--- src/inc/cie_defs.vh ---
// Constants of the interrupt and exception unit
//--------------------------------------------------------------------
// Function
//--------------------------------------------------------------------
// Function
// - Eight-bit port numbers are zero-extended; 16-bit ports come from port register.
// - Entry pushes status word, then code segment and instruction pointer.
// - Escape trap returns to escape opcode, or to its segment override prefix.
// - Other exceptions return to the instruction after the faulting one.
// - Vector table holds 256 four-byte pointers at type times four.
// - Exceptions and non-maskable use internal vectors; maskable vector from acknowledge only for cascaded external requests.
// - Hardware requests sampled at instruction end; software interrupts go first.
// - Divide quotient overflow raises type 0.
// - Trace flag raises type 1 except after prefix, segment load, wait.
// - Single-step entry clears trace; return restores it and resumes.
// - Non-maskable uses type 2 regardless of enable, no acknowledge, clears enable.
// - Breakpoint instruction is type 3, pointer at byte offset 12.
// - Overflow-trap instruction raises type 4 only while overflow flag set.
// - Bounds check out of limits raises type 5.
// - Undefined opcode raises type 6.
// - Escape opcodes raise type 7; enhanced mode only with escape-trap bit.
// - Unmasked coprocessor error is type 16, caught at next numerics instruction.
// - Maskable requests need enable flag; entry clears it after saving status.
// - Return that re-enables with pending request services it immediately.
// - Three timers share one level, timer 0 over 1 over 2.
// - Default types: timers 8,18,19; DMA 10,11; external 12 to 15.
//--------------------------------------------------------------------
`ifndef CIE_DEFS_VH
`define CIE_DEFS_VH
`define CIE_VT_DIVIDE    8'h00
`define CIE_VT_STEP      8'h01
`define CIE_VT_NMI       8'h02
`define CIE_VT_BREAK     8'h03
`define CIE_VT_OVERFLOW  8'h04
`define CIE_VT_BOUNDS    8'h05
`define CIE_VT_UNDEF     8'h06
`define CIE_VT_ESCAPE    8'h07
`define CIE_VT_TIMER0    8'h08
`define CIE_VT_DMA0      8'h0A
`define CIE_VT_DMA1      8'h0B
`define CIE_VT_EXT0      8'h0C
`define CIE_VT_NUMERIC   8'h10
`define CIE_VT_TIMER1    8'h12
`define CIE_VT_TIMER2    8'h13
`define CIE_RSV_PORT_LO  16'h00F8
`define CIE_RSV_PORT_HI  16'h00FF
`define CIE_FLAG_TRACE   8
`define CIE_FLAG_IENABLE 9
`define CIE_FLAG_OVER    11
`define CIE_STATUS_RST   16'hF002
`endif

--- src/cie_irq_arbiter.v ---
// Fixed-priority arbiter for the integrated interrupt sources
`timescale 1ns/1ps
`include "cie_defs.vh"
module cie_irq_arbiter (
   // Requests: timers 0..2, dma 0..1, external 0..3
   input  wire [2:0] i_timer_req,
   input  wire [1:0] i_dma_req,
   input  wire [3:0] i_ext_req,
   // Programmed types for slave mode
   input  wire       i_slave_mode,
   input  wire [7:0] i_slv_timer0_type,
   input  wire [7:0] i_slv_timer1_type,
   input  wire [7:0] i_slv_timer2_type,
   input  wire [7:0] i_slv_dma0_type,
   input  wire [7:0] i_slv_dma1_type,
   // Result
   output reg        o_req,
   output reg  [7:0] o_type
);
   integer k;
   always @* begin
      o_req  = 1'b0;
      o_type = 8'h00;
      // Walk lowest priority first so the highest overrides
      for (k = 3; k >= 0; k = k - 1) begin
         if (i_ext_req[k]) begin
            o_req  = 1'b1;
            o_type = `CIE_VT_EXT0 + k[7:0];
         end
      end
      if (i_dma_req[1]) begin
         o_req  = 1'b1;
         o_type = i_slave_mode ? i_slv_dma1_type : `CIE_VT_DMA1;
      end
      if (i_dma_req[0]) begin
         o_req  = 1'b1;
         o_type = i_slave_mode ? i_slv_dma0_type : `CIE_VT_DMA0;
      end
      if (i_timer_req[2]) begin
         o_req  = 1'b1;
         o_type = i_slave_mode ? i_slv_timer2_type : `CIE_VT_TIMER2;
      end
      if (i_timer_req[1]) begin
         o_req  = 1'b1;
         o_type = i_slave_mode ? i_slv_timer1_type : `CIE_VT_TIMER1;
      end
      if (i_timer_req[0]) begin
         o_req  = 1'b1;
         o_type = i_slave_mode ? i_slv_timer0_type : `CIE_VT_TIMER0;
      end
   end
endmodule // cie_irq_arbiter

--- src/cie_exception_unit.v ---
// Interrupt and exception sequencing unit of the processor core
`timescale 1ns/1ps
`include "cie_defs.vh"
module cie_exception_unit (
   // Clock and reset
   input  wire        i_core_clk,
   input  wire        i_nrst,
   // I/O port addressing
   input  wire        i_io_short,
   input  wire [7:0]  i_io_port8,
   input  wire [15:0] i_port_address_register,
   output reg  [15:0] o_io_addr,
   output reg         o_io_reserved,
   // Instruction-end report from the execution unit
   input  wire        i_instr_end,
   input  wire [15:0] i_cs,
   input  wire [15:0] i_ip_this,
   input  wire [15:0] i_ip_next,
   input  wire [15:0] i_ip_prefix,
   input  wire        i_has_seg_prefix,
   input  wire        i_no_step,
   input  wire        i_divide_overflow,
   input  wire        i_overflow_trap_instr,
   input  wire        i_breakpoint_instr,
   input  wire        i_soft_int,
   input  wire [7:0]  i_soft_type,
   input  wire        i_bounds_fail,
   input  wire        i_undef_opcode,
   input  wire        i_coprocessor_escape_opcode,
   input  wire        i_numeric_instr,
   input  wire        i_interrupt_return,
   input  wire [15:0] i_popped_status,
   input  wire        i_set_ienable,
   input  wire        i_clr_ienable,
   input  wire        i_set_trace,
   input  wire        i_clr_trace,
   // Mode and pin inputs (asynchronous)
   input  wire        i_enhanced_mode,
   input  wire        i_escape_trap_bit,
   input  wire        i_nmi,
   input  wire        i_coproc_error,
   input  wire [3:0]  i_maskable_request_inputs,
   // Integrated controller sources
   input  wire [2:0]  i_timer_req,
   input  wire [1:0]  i_dma_req,
   input  wire        i_slave_mode,
   input  wire [7:0]  i_slv_timer0_type,
   input  wire [7:0]  i_slv_timer1_type,
   input  wire [7:0]  i_slv_timer2_type,
   input  wire [7:0]  i_slv_dma0_type,
   input  wire [7:0]  i_slv_dma1_type,
   // External acknowledge vector
   input  wire        i_ext_cascade,
   input  wire        i_ack_valid,
   input  wire [7:0]  i_ack_type,
   output reg         o_ack_cycle,
   // Stack push and vector fetch
   output reg         o_push_valid,
   output reg  [15:0] o_push_data,
   input  wire        i_push_ready,
   output reg         o_vector_valid,
   output reg  [9:0]  o_vector_addr,
   output reg  [7:0]  o_vector_type,
   output reg         o_busy,
   // Status
   output reg  [15:0] o_status_word
);
   //------------------------------------------------------------------
   // Synchronisers
   //------------------------------------------------------------------
   reg [5:0] sync1_reg;
   reg [5:0] sync2_reg;
   always @(posedge i_core_clk or negedge i_nrst) begin
      if (!i_nrst) begin
         sync1_reg <= 6'h00;
         sync2_reg <= 6'h00;
      end else begin
         sync1_reg <= {i_nmi, i_coproc_error, i_maskable_request_inputs};
         sync2_reg <= sync1_reg;
      end
   end
   wire [3:0] ext_req   = sync2_reg[3:0];
   wire       cop_err   = sync2_reg[4];
   wire       nmi_level = sync2_reg[5];
   //------------------------------------------------------------------
   // Port address
   //------------------------------------------------------------------
   always @(posedge i_core_clk or negedge i_nrst) begin
      if (!i_nrst) begin
         o_io_addr     <= 16'h0000;
         o_io_reserved <= 1'b0;
      end else begin
         if (i_io_short) begin
            o_io_addr <= {8'h00, i_io_port8};
         end else begin
            o_io_addr <= i_port_address_register;
         end
         o_io_reserved <= i_io_short ?
            ({8'h00, i_io_port8} >= `CIE_RSV_PORT_LO) :
            (i_port_address_register >= `CIE_RSV_PORT_LO &&
             i_port_address_register <= `CIE_RSV_PORT_HI);
      end
   end
   //------------------------------------------------------------------
   // Hardware request arbitration
   //------------------------------------------------------------------
   wire       arb_req;
   wire [7:0] arb_type;
   // Cascaded external requests take the acknowledge path instead
   wire [3:0] arb_ext = ext_req & {4{~i_ext_cascade}};
   cie_irq_arbiter u_arb (
      .i_timer_req       (i_timer_req),
      .i_dma_req         (i_dma_req),
      .i_ext_req         (arb_ext),
      .i_slave_mode      (i_slave_mode),
      .i_slv_timer0_type (i_slv_timer0_type),
      .i_slv_timer1_type (i_slv_timer1_type),
      .i_slv_timer2_type (i_slv_timer2_type),
      .i_slv_dma0_type   (i_slv_dma0_type),
      .i_slv_dma1_type   (i_slv_dma1_type),
      .o_req             (arb_req),
      .o_type            (arb_type)
   );
   //------------------------------------------------------------------
   // Pending events
   //------------------------------------------------------------------
   reg nmi_prev_reg;
   reg nmi_pend_reg;
   reg cop_pend_reg;
   wire nmi_rise = nmi_level & ~nmi_prev_reg;
   //------------------------------------------------------------------
   // Sequencer
   //------------------------------------------------------------------
   localparam [2:0] ST_IDLE = 3'd0;
   localparam [2:0] ST_ACK  = 3'd1;
   localparam [2:0] ST_PSW  = 3'd2;
   localparam [2:0] ST_PCS  = 3'd3;
   localparam [2:0] ST_PIP  = 3'd4;
   localparam [2:0] ST_VEC  = 3'd5;
   reg [2:0]  state_reg;
   reg [15:0] ret_ip_reg;
   reg [15:0] ret_cs_reg;
   reg [15:0] saved_sw_reg;
   reg [7:0]  type_reg;
   wire trace   = o_status_word[`CIE_FLAG_TRACE];
   wire ovf     = o_status_word[`CIE_FLAG_OVER];
   wire esc_trap = i_coprocessor_escape_opcode &
                   (~i_enhanced_mode | i_escape_trap_bit);
   // Status after this instruction, used when an interrupt return re-enables
   wire [15:0] sw_after = i_interrupt_return ? i_popped_status : o_status_word;
   wire        ie_after = sw_after[`CIE_FLAG_IENABLE];
   reg        take;
   reg [7:0]  take_type;
   reg [15:0] take_ip;
   reg        take_ack;
   reg        take_cop;
   always @* begin
      take      = 1'b0;
      take_type = 8'h00;
      take_ip   = i_ip_next;
      take_ack  = 1'b0;
      take_cop  = 1'b0;
      if (i_divide_overflow) begin
         take      = 1'b1;
         take_type = `CIE_VT_DIVIDE;
      end else if (i_undef_opcode) begin
         take      = 1'b1;
         take_type = `CIE_VT_UNDEF;
      end else if (esc_trap) begin
         take      = 1'b1;
         take_type = `CIE_VT_ESCAPE;
         take_ip   = i_has_seg_prefix ? i_ip_prefix : i_ip_this;
      end else if (i_numeric_instr && cop_pend_reg) begin
         take      = 1'b1;
         take_type = `CIE_VT_NUMERIC;
         take_cop  = 1'b1;
      end else if (i_bounds_fail) begin
         take      = 1'b1;
         take_type = `CIE_VT_BOUNDS;
      end else if (i_overflow_trap_instr && ovf) begin
         take      = 1'b1;
         take_type = `CIE_VT_OVERFLOW;
      end else if (i_breakpoint_instr) begin
         take      = 1'b1;
         take_type = `CIE_VT_BREAK;
      end else if (i_soft_int) begin
         take      = 1'b1;
         take_type = i_soft_type;
      end else if (nmi_pend_reg) begin
         take      = 1'b1;
         take_type = `CIE_VT_NMI;
      end else if (arb_req && ie_after) begin
         take      = 1'b1;
         take_type = arb_type;
      end else if (ext_req != 4'h0 && ie_after && i_ext_cascade) begin
         take      = 1'b1;
         take_ack  = 1'b1;
      end else if (trace && !i_no_step && !i_interrupt_return) begin
         take      = 1'b1;
         take_type = `CIE_VT_STEP;
      end else if (i_interrupt_return && i_popped_status[`CIE_FLAG_TRACE] && !i_no_step) begin
         take      = 1'b1;
         take_type = `CIE_VT_STEP;
      end
   end
   always @(posedge i_core_clk or negedge i_nrst) begin
      if (!i_nrst) begin
         state_reg      <= ST_IDLE;
         o_status_word  <= `CIE_STATUS_RST;
         ret_ip_reg     <= 16'h0000;
         ret_cs_reg     <= 16'h0000;
         saved_sw_reg   <= 16'h0000;
         type_reg       <= 8'h00;
         nmi_prev_reg   <= 1'b0;
         nmi_pend_reg   <= 1'b0;
         cop_pend_reg   <= 1'b0;
         o_ack_cycle    <= 1'b0;
         o_push_valid   <= 1'b0;
         o_push_data    <= 16'h0000;
         o_vector_valid <= 1'b0;
         o_vector_addr  <= 10'h000;
         o_vector_type  <= 8'h00;
         o_busy         <= 1'b0;
      end else begin
         nmi_prev_reg   <= nmi_level;
         o_vector_valid <= 1'b0;
         if (cop_err) begin
            cop_pend_reg <= 1'b1;
         end
         if (nmi_rise) begin
            nmi_pend_reg <= 1'b1;
         end
         case (state_reg)
            ST_IDLE: begin
               if (i_instr_end) begin
                  if (i_interrupt_return) begin
                     o_status_word <= i_popped_status;
                  end else begin
                     if (i_set_ienable) o_status_word[`CIE_FLAG_IENABLE] <= 1'b1;
                     if (i_clr_ienable) o_status_word[`CIE_FLAG_IENABLE] <= 1'b0;
                     if (i_set_trace)   o_status_word[`CIE_FLAG_TRACE] <= 1'b1;
                     if (i_clr_trace)   o_status_word[`CIE_FLAG_TRACE] <= 1'b0;
                  end
                  if (take) begin
                     saved_sw_reg <= sw_after;
                     ret_cs_reg   <= i_cs;
                     ret_ip_reg   <= take_ip;
                     type_reg     <= take_type;
                     o_busy       <= 1'b1;
                     if (take_ack) begin
                        o_ack_cycle <= 1'b1;
                        state_reg   <= ST_ACK;
                     end else begin
                        state_reg <= ST_PSW;
                     end
                     if (take_type == `CIE_VT_NMI && !take_ack && !i_soft_int) begin
                        nmi_pend_reg <= nmi_rise;
                     end
                     if (take_cop && !cop_err) begin
                        cop_pend_reg <= 1'b0;
                     end
                  end
               end
            end
            ST_ACK: begin
               if (i_ack_valid) begin
                  o_ack_cycle <= 1'b0;
                  type_reg    <= i_ack_type;
                  state_reg   <= ST_PSW;
               end
            end
            ST_PSW: begin
               o_push_valid <= 1'b1;
               o_push_data  <= saved_sw_reg;
               // Entry clears enable and trace after saving the old word
               o_status_word[`CIE_FLAG_IENABLE] <= 1'b0;
               o_status_word[`CIE_FLAG_TRACE]   <= 1'b0;
               if (o_push_valid && i_push_ready) begin
                  o_push_data <= ret_cs_reg;
                  state_reg   <= ST_PCS;
               end
            end
            ST_PCS: begin
               if (i_push_ready) begin
                  o_push_data <= ret_ip_reg;
                  state_reg   <= ST_PIP;
               end
            end
            ST_PIP: begin
               if (i_push_ready) begin
                  o_push_valid <= 1'b0;
                  state_reg    <= ST_VEC;
               end
            end
            ST_VEC: begin
               o_vector_valid <= 1'b1;
               o_vector_type  <= type_reg;
               o_vector_addr  <= {type_reg, 2'b00};
               o_busy         <= 1'b0;
               state_reg      <= ST_IDLE;
            end
            default: begin
               state_reg <= ST_IDLE;
            end
         endcase
      end
   end
endmodule // cie_exception_unit

--- config.mk ---
export PLATFORM = sky130hd
export DESIGN_NAME = cie_exception_unit
export DESIGN_NICKNAME = d
export VERILOG_FILES = /design/src/cie_irq_arbiter.v /design/src/cie_exception_unit.v
export VERILOG_INCLUDE_DIRS = /design/src /design/src/inc
export SDC_FILE = /design/constraint.sdc
export NUM_CORES = 1
export LEC_CHECK = 0
export BUFFER_PORTS_ARGS = -buffer_cell sky130_fd_sc_hd__buf_4
export CAP_MARGIN = 25
export CORE_MARGIN = 2
export CORE_UTILIZATION = 40
export DETAILED_ROUTE_END_ITERATION = 7
export GPL_TIMING_DRIVEN = 0
export PLACE_DENSITY = 0.77
export RECOVER_POWER = 50
export SLEW_MARGIN = 20
export SYNTH_ARGS = -nofsm -noshare
export SYNTH_HDL_FRONTEND = slang
export SYNTH_HIERARCHICAL = 1
export SYNTH_SLANG_ARGS = --single-unit
export TNS_END_PERCENT = 10
--- constraint.sdc ---
create_clock -name i_core_clk -period 4.7 [get_ports i_core_clk]
set_clock_uncertainty 0.1 [all_clocks]
set_input_delay 0 -clock i_core_clk [delete_from_list [all_inputs] [get_ports i_core_clk]]
set_output_delay 0 -clock i_core_clk [all_outputs]
set_load 0.005 [all_outputs]
* Word level (Yosys, flattened, before mapping)
Cells that the tools add are included.
Storage, ports and cells: register bits 135, input bits 196, output and inout bits 71, logic and storage cells 197
Operators by class: magnitude comparators 3, eq/ne operators 15, multiplexer cells 115, bitwise logic cells 7, reductions and logical operators 36
Operators by type and width (number):
- $mux W8 | 24
- $mux W16 | 8
- $mux W1 | 63
- $pmux W16 S2 | 1
- $mux W3 | 6
- $ge A16 B8 Y1 const B | 1
- $le A16 B8 Y1 const B | 1
- $mux W4 | 4
- $pmux W8 S2 | 1
- $pmux W3 S5 | 1
- $reduce_and A3 Y1 | 5
- $logic_and A1 B1 Y1 | 14
- $ne A2 B2 Y1 const B | 7
- $mux W10 | 1
- $reduce_bool A2 Y1 | 5
- $eq A8 B2 Y1 const B | 1
- $ge A8 B8 Y1 const B | 1
- $ne A4 B4 Y1 const B | 2
- $eq A3 B2 Y1 const B | 2
- $eq A3 B3 Y1 const B | 2
- $pmux W1 S2 | 3
- $reduce_and A6 Y1 | 1
- $logic_not A1 Y1 | 5
- $reduce_and A5 Y1 | 1
- 11 further kinds | 16

* Longest topological paths before layout
Gate-level depths: netlist of the first run.
word-level depth 29, depth in mapped cells 10, gate-level depth less buffers 10

* Cells and area by module
The synthesis of the first run kept the hierarchy.
By module, submodules not included:
- cie_exception_unit | times used 1, cells an instance 611, area an instance 6505.0 um^2, seq. area each 3384.5 um^2
- cie_irq_arbiter | times used 1, cells an instance 77, area an instance 446.7 um^2, seq. area each 0.0 um^2

* Least setup slack after synthesis of the first run
OpenSTA, ideal clock, no wires.
path kind register to register, start point reg sync2_reg[2], end point reg ret_cs_reg[10], library setup time 0.125 ns, arrival time 2.243 ns, data required time 4.475 ns, slack 2.232 ns, cell stages (with the launch flop) 9, buffers on the path 1, clock period less this slack 2.468 ns, path through dfrtp_1 > nor2b_1 > nor4_1 > nand2_1 > a21o_1 > o41ai_4 > nor2_2 > buf_6 > mux2_4
Between the ends: longest elaborated chain between the ends 21, elaborated cells between the ends (all ways) 25, those cells by class mux: 19; bitwise: 1; reduce/logical: 5
Ends and longest elaborated chain:
- start: declaration | line cie_exception_unit.v:72 | reg [5:0] sync2_reg;
- start signal: assignment | line cie_exception_unit.v:79 | sync2_reg <= sync1_reg;
- $and A4 B4 Y4 | line cie_exception_unit.v:110 | wire [3:0] arb_ext = ext_req & {4{~i_ext_cascade}};
- via arb_ext[2] | line cie_exception_unit.v:110
- $mux W1 (3 in a row) | line cie_irq_arbiter.v:26 | if (i_ext_req[k]) begin
- $mux W1 | line cie_irq_arbiter.v:31 | if (i_dma_req[1]) begin
- $mux W1 | line cie_irq_arbiter.v:35 | if (i_dma_req[0]) begin
- $mux W1 | line cie_irq_arbiter.v:39 | if (i_timer_req[2]) begin
- $mux W1 | line cie_irq_arbiter.v:43 | if (i_timer_req[1]) begin
- $mux W1 | line cie_irq_arbiter.v:47 | if (i_timer_req[0]) begin
- via arb_req | line cie_exception_unit.v:107 | wire arb_req;
- [... 4 more ...]
- $mux W1 | line cie_exception_unit.v:183 | end else if (i_breakpoint_instr) begin
- $mux W1 | line cie_exception_unit.v:180 | end else if (i_overflow_trap_instr && ovf) begin
- $mux W1 | line cie_exception_unit.v:177 | end else if (i_bounds_fail) begin
- $mux W1 | line cie_exception_unit.v:173 | end else if (i_numeric_instr && cop_pend_reg) begin
- $mux W1 | line cie_exception_unit.v:169 | end else if (esc_trap) begin
- $mux W1 | line cie_exception_unit.v:166 | end else if (i_undef_opcode) begin
- $mux W1 | line cie_exception_unit.v:163 | if (i_divide_overflow) begin
- $reduce_and A3 Y1 (no line)
- end signal: assignment | line cie_exception_unit.v:246 | ret_cs_reg <= i_cs;
- end: declaration | line cie_exception_unit.v:142 | reg [15:0] ret_cs_reg;
The timed path passes the listed nets, and every way through them passes these cells. A chain may end at the register's enable or synchronous reset.

* Worst setup path in the final report of the first run
start point reg sync2_reg[2], end point reg type_reg[1]
Between the ends: longest elaborated chain between the ends 23, elaborated cells between the ends (all ways) 47, those cells by class eq/ne: 1; mux: 40; bitwise: 1; reduce/logical: 5
Ends and longest elaborated chain:
- $and A4 B4 Y4 (*) | line cie_exception_unit.v:110
- via arb_ext[2] | line cie_exception_unit.v:110
- $mux W1 (*) (3 in a row) | line cie_irq_arbiter.v:26
- $mux W1 (*) | line cie_irq_arbiter.v:31
- $mux W1 (*) | line cie_irq_arbiter.v:35
- $mux W1 (*) | line cie_irq_arbiter.v:39
- $mux W1 (*) | line cie_irq_arbiter.v:43
- $mux W1 (*) | line cie_irq_arbiter.v:47
- via arb_req | line cie_exception_unit.v:107
- [... 6 more ...]
- $mux W8 | line cie_exception_unit.v:177
- $mux W8 | line cie_exception_unit.v:173
- $mux W8 | line cie_exception_unit.v:169
- $mux W8 | line cie_exception_unit.v:166
- $mux W8 | line cie_exception_unit.v:163
- $mux W8 | line cie_exception_unit.v:244 | if (take) begin
- $mux W8 | line cie_exception_unit.v:235 | if (i_instr_end) begin
- $pmux W8 S2 | line cie_exception_unit.v:233 | case (state_reg)
- end signal: assignment | line cie_exception_unit.v:248 | type_reg <= take_type;
- end signal: assignment | line cie_exception_unit.v:268 | type_reg <= i_ack_type;
- end: declaration | line cie_exception_unit.v:144 | reg [7:0] type_reg;
Mark *: on every way through the listed nets, which the timed path passes. The rest lies on a longest branch. The select of a mux whose other input is x is not followed.

==> metrics.cfg, run 1 <==
[global_routing]
grt_max_degree=72
grt_pass1_vias=7422
grt_first_pass_wirelength_mm=37.7
gr-total-overflow=0
track_usage=0.264
antenna_found_initial=0

[detailed_routing]
wl_mm=24.3
antenna_left=0
drt-vias-per-instance=5.31
drc=0
routed-wl-met3_mm=1.45
first_pass_iters=6
vias=7101
met1_length_mm=10.2
first_iter_violations=424
wl_met2_mm=11.7
top_layer=met4
routed_wire_length_per_instance_um=18.1

[synthesis]
ys_ff_latch=135
yosys_warnings=6
async_flop_share=1.00
yosys.area.top_type=dfrtp_1
syn_avg_cell_area_um2=10.1
synth_top_area_frac=0.468
ys.flop_type=dfrtp_1
yosysUniqueCellTypes=61
syn-cell-area_um2=6950
ys_seq_area_frac=0.487
synth_area_leaders=dfrtp_1 (47%), mux2_4 (6.9%), o21ai_0 (5.0%)
synth_edf_count=0
netlist_instances=688

[place]
port_buffers=262
gp_congestion=0.838
dp_slack_ns=1.78
hpwlAfterDp_mm=16.9
dpl_cell_area_um2=9240

[clock_network]
htreeDepth=4
cts.clk_slew.worst_paths_ns=0.06
clk_latency_ns=0.42
cts_buffer_depth=2
cts_tree=built
cts-root-buf=clkbuf_16
post_cts_buffers=0
cts_sinks=135
numCtsBuffers=17

[critical_path]
crit_type=reg2reg
cp-start-kind=flip-flop
crit_arrival_ns=3.69
required_ns=4.90
cp-end-kind=flip-flop
path_max_fanout=10
crit_start=sync2_reg[2]
rr_worst_depth=9
worstReg2RegEnd=type_reg[1]
reg2reg_slack_ns=1.21
timing.rr.start=sync2_reg[2]

[layout]
syn_to_final_growth_pct=59.0
final_common_cell=buf_4
final_layout_size_suffix_gt1_frac=0.332
utilization=0.646
final_cell_mix=buf_4 (231), dfrtp_1 (130), dlygate4sd3_1 (126), nand2_1 (82), o21ai_0 (69)
finalInstanceArea_um2=11100
num-nets-final=1293

[run]
cap_violations=0

[sta]
max_freq_ghz=0.287
period_needed_ns=3.49
rsz0062_at_grt=no
worstMarginPinSlew_ns=0.766
fin_crit_sh=0.742
holdWs_ns=-0.0250
hold_violations=1
timing.setup.tns_ns=0
setup_slack_ns=1.21
finalSetupViolCount=0
slew_headroom=0.485
slew_violations=0

[worst_hold_path]
hold_path.class=in2reg
min_path_cells=4
min_to=ret_ip_reg[8]
min_from=i_ip_this[8]

[pwr]
ir_drop_mv=0.305
powerDensity_nw_per_um2=492
p_leak_nw=5.18
power.total_mw=5.44

[run_status]
violations=negative hold slack
status=complete, but fails checks

[floorplan]
initial_core_util=0.406
num_rows=48
die_x_um=136
coreArea_um2=17100
fp.dieH_um=136
pin_count=267
die_area_um2=18400

==> final cells by class <==
type / instances / area, µm²
antenna: 3 / 7.51
fill: 1351 / 6070
tap: 225 / 282
clock inverter: 13 / 155
sequential: 135 / 3380
buffer: 51 / 270
clock buffer: 19 / 433
timing repair buffer: 389 / 3220
inverter: 16 / 60.1
multi-input combinational: 487 / 3240
==> through the flow <==
stage,instances,hold WS (ns)
6_report,1338,-0.0250
4_1_cts,1335,0.00450
3_3_place_gp,1176,0.0105
5_1_grt,1335,0.0128
3_5_place_dp,1177,-0.118
2_1_floorplan,689,-0.396
==> worst max path at each step <==
stage and endpoint:
2_1_floorplan ret_cs_reg[10], 3_3_place_gp type_reg[1], 3_5_place_dp type_reg[2], 4_1_cts type_reg[2], 5_1_grt type_reg[1], 6_report type_reg[1]
==> cell usage after synthesis, drive strengths merged, types with 2 or more instances <==
master and instances:
dfstp 5, a21oi 51, a221o 5, nor2b 16, nor3 7, a32oi 2
nand4 4, dfrtp 130, a22oi 5, nand4b 2, o21ai 71, o2111ai 3
nand2b 7, o211ai 5, and2 3, mux2i 32, or3 2, clkbuf 31
nor4 8, nand2 82, buf 20, a221oi 4, a22o 2, o311ai 2
nor2 28, a211o 2, a21o 5, a31oi 5, a211oi 7, and3 5
a31o 2, o31ai 2, inv 16, nor3b 2, o22a 3, mux2 56
nand3 43
==> logic make-up (layout without fill, tap and decap cells) <==
kind of cell | after synthesis | after routing | share of synthesized area
and+or+nand+nor | 212 | 212 | 0.145
AOI/OAI and AO/OA | 185 | 185 | 0.166
DFF | 135 | 135 | 0.487
muxes | 88 | 88 | 0.154
buffers and inverters | 67 | 488 | 0.0475
other | 1 | 5 | 0.000539
==> worst max-delay path, cell delays in order, from the launching register on <==
cell	delay (ns)
dfrtp_1	0.36
nor2b_1	0.15
nor4_1	0.47
nand2_1	0.18
a21o_1	0.28
o41a_1	0.56
clkbuf_1	0.31
a211oi_1	0.33
a31oi_1	0.06
dlygate4sd3_1	0.58
==> power by group <==
part | switching [mW] | total, mW | internal [mW]
sequential | 0.304 | 1.94 | 1.64
combinational | 1.02 | 2.16 | 1.14
clock | 0.508 | 1.34 | 0.831
total | 1.83 | 5.44 | 3.61
==> what timing repair did <==
item	4_1_cts	5_1_grt
endpoints found under the hold margin	231	0
setup endpoints to repair	0	0
hold buffers	126	0
gates resized for setup	0	0
==> routing by layer <==
metal | track usage | vias to the layer above
li1 | - | 3300
met1 | 0.340 | 3424
met2 | 0.426 | 301
met3 | 0.0522 | 76
met4 | 0.126 | 0
met5 | 0 | -
Power figures use the tool's default switching activity.
==> run 2: changes to the inputs <==
PLACE_DENSITY = 0.8   (was 0.77)
clock period = 3.2 ns   (was 4.7 ns; I/O delays follow)
==> metrics.cfg, run 2 (synthesis gave the netlist of run 1 again) <==
[sta]
finalSetupViolCount=0  ; unchanged
worstMarginPinSlew_ns=2.50  ; +1.74 ns
rsz0062_at_grt=no
max_freq_ghz=0.338  ; +18%
hold_violations=0  ; -1
holdWs_ns=0.00879  ; +0.0338 ns
setup_slack_ns=0.245  ; -0.967 ns
period_needed_ns=2.96  ; -0.533 ns
timing.setup.tns_ns=0  ; unchanged
slew_headroom=-0.668  ; -1.15
slew_violations=137  ; +137
fin_crit_sh=0.924  ; +0.181

[pwr]
power.total_mw=7.86  ; +44%
power.internal_mw=5.22  ; +45%
p_leak_nw=5.17  ; about the same
powerDensity_nw_per_um2=714  ; +45%
p_seq_frac=0.363  ; +0.006
ir_drop_mv=0.517  ; +69%
swShare=0.336  ; -0.00148
p_clk_frac=0.240  ; -0.006
p_switching_mw=2.64  ; +44%
combPwrFrac=0.397  ; about the same

[detailed_routing]
wl_mm=24.1  ; -0.83%
antenna_left=0  ; unchanged
drt-vias-per-instance=5.35  ; +0.81%
first_pass_iters=5  ; -1
vias=7137  ; +0.51%
drc=0  ; unchanged
first_iter_violations=504  ; +19%
routed_wire_length_per_instance_um=18.0  ; -0.53%

[clock_network]
clk_latency_ns=0.42  ; about the same
cts-root-buf=clkbuf_16
htreeDepth=4  ; unchanged
post_cts_buffers=0  ; unchanged
cts_tree=built
cts.clk_slew.worst_paths_ns=0.06  ; about the same
cts_buffer_depth=2  ; unchanged
numCtsBuffers=17  ; unchanged
cts_sinks=135  ; unchanged

[place]
placed_cells=1177  ; unchanged
dp_slack_ns=0.328  ; -1.45 ns
port_buffers=262  ; unchanged
dpl_cell_area_um2=9240  ; unchanged
gp_congestion=0.875  ; +4.5%
hpwlAfterDp_mm=16.6  ; -1.7%

[floorplan]
pin_count=267  ; unchanged
die_x_um=136  ; unchanged
fp.dieH_um=136  ; unchanged
die_area_um2=18400  ; unchanged
initial_core_util=0.406  ; unchanged
coreArea_um2=17100  ; unchanged
num_rows=48  ; unchanged

[global_routing]
gr-total-overflow=0  ; unchanged
grt_first_pass_wirelength_mm=37.8  ; +0.11%
track_usage=0.265  ; +0.00136
grt_pass1_vias=7366  ; -0.75%
antenna_found_initial=0  ; unchanged
grt_max_degree=102  ; +42%

[layout]
syn_to_final_growth_pct=58.4
final_layout_size_suffix_gt1_frac=0.336  ; +0.00391
finalInstanceArea_um2=11000  ; -0.33%
num-nets-final=1294  ; +0.077%
fillers=1358  ; +0.52%
diodes=0  ; -3
utilization=0.643  ; -0.00212
final_common_cell=buf_4
final_cell_mix=buf_4 (252), dfrtp_1 (130), dlygate4sd3_1 (126), nand2_1 (82), o21ai_0 (69)
layout.cells.non_filler=1334  ; -0.30%

[critical_path]
cp-end-kind=flip-flop
cp-endpoint=cop_pend_reg
crit_start=sync2_reg[2]
timing.rr.start=sync2_reg[2]
crit_type=reg2reg
rr_worst_depth=8  ; -1
required_ns=3.46  ; -1.44 ns
crit_arrival_ns=3.22  ; -0.47 ns
reg2reg_slack_ns=0.24  ; -0.97 ns
cp-start-kind=flip-flop
worstReg2RegEnd=cop_pend_reg
path_max_fanout=5  ; -5

[worst_hold_path]
hold_path.class=in2reg

[run_status]
status=complete, but fails checks
violations=max-capacitance violations, max-slew violations

[run]
cap_violations=2  ; +2

[run 2: cell count changes in the layout (fill, tap and decap cells not counted), sizes merged]
cell / delta
buf: +19
clkbuf: -16
diode: -3
clkinv: -2
bufinv: -1
inv: -1
[run 2: how the worst min path moves through the flow]
stage / from / to / cells past startpoint
CTS: i_soft_type[3] / type_reg[3] / 4
global route: i_ip_this[15] / ret_ip_reg[15] / 4
finish: i_soft_type[3] / type_reg[3] / 4
detailed placement: i_nrst / o_push_data[7] / 1
floorplan: i_nrst / cop_pend_reg / 0
global placement: i_nmi / sync1_reg[5] / 1
[run 2: area by class of cell]
| class | instances | area [µm²] | area share |
|---|---|---|---|
| multi-input combinational | 487 | 3240 | 0.294 |
| timing repair buffer | 390 | 3210 | 0.292 |
| buffer | 51 | 270 | 0.0245 |
| sequential | 135 | 3380 | 0.307 |
| clock buffer | 21 | 460 | 0.0418 |
| inverter | 16 | 60.1 | 0.00545 |
| tap | 225 | 282 | 0.0256 |
| clock inverter | 9 | 103 | 0.00931 |
[run 2: what timing repair did]
item	in CTS	in global routing
hold buffers	127	0
hold endpoints to repair	231	0
resized for setup	0	0
[run 2: power groups by stage]
stage	clock network (mW)	registers [mW]	logic, mW
global placement	0	2.82	2.80
floorplan	0	2.76	1.70
global route	1.99	2.93	3.40
CTS	1.90	2.83	3.08
finish	1.89	2.85	3.12
detailed placement	0	2.85	2.89
[run 2: per-layer routing]
layer	vias to the layer above	global-route usage	routed length, µm
li1	3297	-	-
met1	3436	0.322	9640
met2	334	0.445	11900
met3	70	0.0694	1660
met5	-	0	0
met4	0	0.113	858
[run 2: critical path: stages, from the launching register on]
cell           delay (ns)
dfrtp_1              0.37
nor2b_1              0.15
nor4_1               0.47
nand2_1              0.21
a21o_1               0.28
o41a_1               0.52
nand4_1              0.13
dlygate4sd3_1        0.56
a21o_1               0.11
==> run 3: changes to the inputs <==
PLACE_DENSITY = 0.77   (was 0.8)
clock period = 3.26 ns   (was 3.2 ns; I/O delays follow)
==> metrics.cfg, run 3 (synthesis gave the netlist of run 1 again) <==
[critical_path]
crit_start=sync2_reg[2]
timing.rr.start=sync2_reg[2]
cp-endpoint=type_reg[4]
cp-start-kind=flip-flop
required_ns=3.45  ; about the same
path_max_fanout=5  ; unchanged
crit_path_max_incr_delay_ns=0.56  ; about the same
crit_type=reg2reg
crit_buf_inv=1  ; unchanged
rr_worst_depth=8  ; unchanged
crit_chain=nor2b_1, nor4_2, nand2_1, a21o_1, o41a_1, a21oi_2, a211oi_1, dlygate4sd3_1
cp_top_family=compound AO/OA/AOI/OAI gates
cp_slowest_cell=o41a_1
critical_path_cell_count=8  ; unchanged
crit_arrival_ns=3.20  ; -0.02 ns
worstReg2RegEnd=type_reg[4]
cp-end-kind=flip-flop
reg2reg_slack_ns=0.25  ; about the same

[floorplan]
fp.dieH_um=136  ; unchanged
pin_count=267  ; unchanged
initial_core_util=0.406  ; unchanged
num_rows=48  ; unchanged
die_x_um=136  ; unchanged
coreArea_um2=17100  ; unchanged
die_area_um2=18400  ; unchanged

[clock_network]
cts_tree=built
numCtsBuffers=17  ; unchanged
post_cts_buffers=0  ; unchanged
cts.clk_slew.worst_paths_ns=0.06  ; about the same
cts_sinks=135  ; unchanged
cts-root-buf=clkbuf_16
cts_buffer_depth=2  ; unchanged
clk_latency_ns=0.42  ; about the same
htreeDepth=4  ; unchanged

[sta]
period_needed_ns=3.01  ; +0.0544 ns
max_freq_ghz=0.332  ; -1.8%
finalSetupViolCount=0  ; unchanged
worstMarginPinSlew_ns=1.65  ; -0.848 ns
slew_headroom=-0.103  ; +0.565
slew_violations=66  ; -52%
rsz0062_at_grt=no
fin_crit_sh=0.923  ; about the same
holdWs_ns=-0.00500  ; -0.0138 ns
hold_violations=1  ; +1
timing.setup.tns_ns=0  ; unchanged

[detailed_routing]
wl_mm=24.1  ; +0.15%
antenna_left=0  ; unchanged
drc=0  ; unchanged
drt-vias-per-instance=5.30  ; -0.96%
first_pass_iters=7  ; +2
first_iter_violations=440  ; -13%
routed_wire_length_per_instance_um=18.0  ; -0.23%
vias=7095  ; -0.59%

[worst_hold_path]
hold_path.class=in2reg

[place]
placed_cells=1177  ; unchanged
port_buffers=262  ; unchanged
hpwlAfterDp_mm=16.9  ; +1.7%
gp_congestion=0.838  ; -4.3%

[global_routing]
grt_pass1_vias=7453  ; +1.2%
grt_max_degree=72  ; -29%
grt_first_pass_wirelength_mm=37.8  ; about the same
gr-total-overflow=0  ; unchanged
track_usage=0.264  ; -0.00136
antenna_found_initial=0  ; unchanged

[layout]
fillers=1352  ; -0.44%
syn_to_final_growth_pct=58.9
layout.cells.non_filler=1339  ; +0.37%
final_layout_size_suffix_gt1_frac=0.335  ; -0.00151
final_cell_mix=buf_4 (231), dfrtp_1 (130), dlygate4sd3_1 (127), nand2_1 (82), o21ai_0 (69)
final_common_cell=buf_4
num-nets-final=1294  ; unchanged
utilization=0.645  ; +0.00183

[pwr]
p_leak_nw=5.17  ; about the same
powerDensity_nw_per_um2=705  ; -1.2%
ir_drop_mv=0.440  ; -15%

[run_status]
status=complete, but fails checks
violations=negative hold slack, max-capacitance violations, max-slew violations

[run]
cap_violations=1  ; -1

-- run 3: changes by cell type in the layout (fill, tap and decap cells not counted), moves of 2 or more --
cell      delta
diode_2      +3
clkbuf_4    +15
buf_4       -21
clkbuf_1     +5
clkbuf_8     -2
-- run 3: routing by layer --
metal	GRT usage	wire length [µm]	vias up	share of wire
li1	-	-	3299	-
met1	0.339	9910	3414	0.41
met2	0.428	11800	312	0.49
met3	0.0533	1510	70	0.063
met4	0.124	879	0	0.036
met5	0	0	-	0
-- run 3: stage by stage --
stage	power [mW]	hold slack, ns	cell area (µm²)	setup WS, ns
6_report	7.79	-0.00500	11000	0.250
3_3_place_gp	5.54	0.0105	9200	0.356
4_1_cts	7.77	0.00450	11100	0.0572
5_1_grt	8.23	0.0128	11000	0.0796
2_1_floorplan	4.37	-0.396	6960	0.792
3_5_place_dp	5.63	-0.118	9240	0.336
-- run 3: worst min-delay path by stage --
stage,startpoint,to,slack (ns),cells after the start
CTS,i_ip_this[3],ret_ip_reg[3],0.005,4
finish,i_ip_this[8],ret_ip_reg[8],-0.005,4
floorplan,i_nrst,cop_pend_reg,-0.40,0
detailed placement,i_nrst,o_push_data[9],-0.12,1
global placement,i_nmi,sync1_reg[5],0.01,1
global route,i_ip_this[3],ret_ip_reg[3],0.01,4
-- run 3: power by group --
part / leakage [nW] / internal [mW] / switching [mW]
Combinational: 3.29 / 1.60 / 1.46
Sequential: 1.60 / 2.36 / 0.436
Clock: 0.283 / 1.20 / 0.734
-- run 3: repair_timing --
item / CTS / global route
gates resized for setup: 0 / 3
endpoints found under the hold margin: 231 / 0
hold buffers: 127 / 0
setup endpoints to repair: 0 / 1
-- run 3: area by class of cell --
cell class	instances	area, µm²	share of cell area
Antenna cell	3	7.51	0.000680
Multi-Input combinational cell	487	3260	0.295
Sequential cell	135	3380	0.306
Buffer	51	270	0.0245
Clock inverter	13	155	0.0140
Timing Repair Buffer	390	3200	0.290
Tap cell	225	282	0.0255
Clock buffer	19	433	0.0392
Inverter	16	60.1	0.00544
-- run 3: tightest hold or removal path: stages --
cell,delay (ns)
buf_4,0.07
mux2i_1,0.05
o21ai_0,0.20
mux2_4,0.15
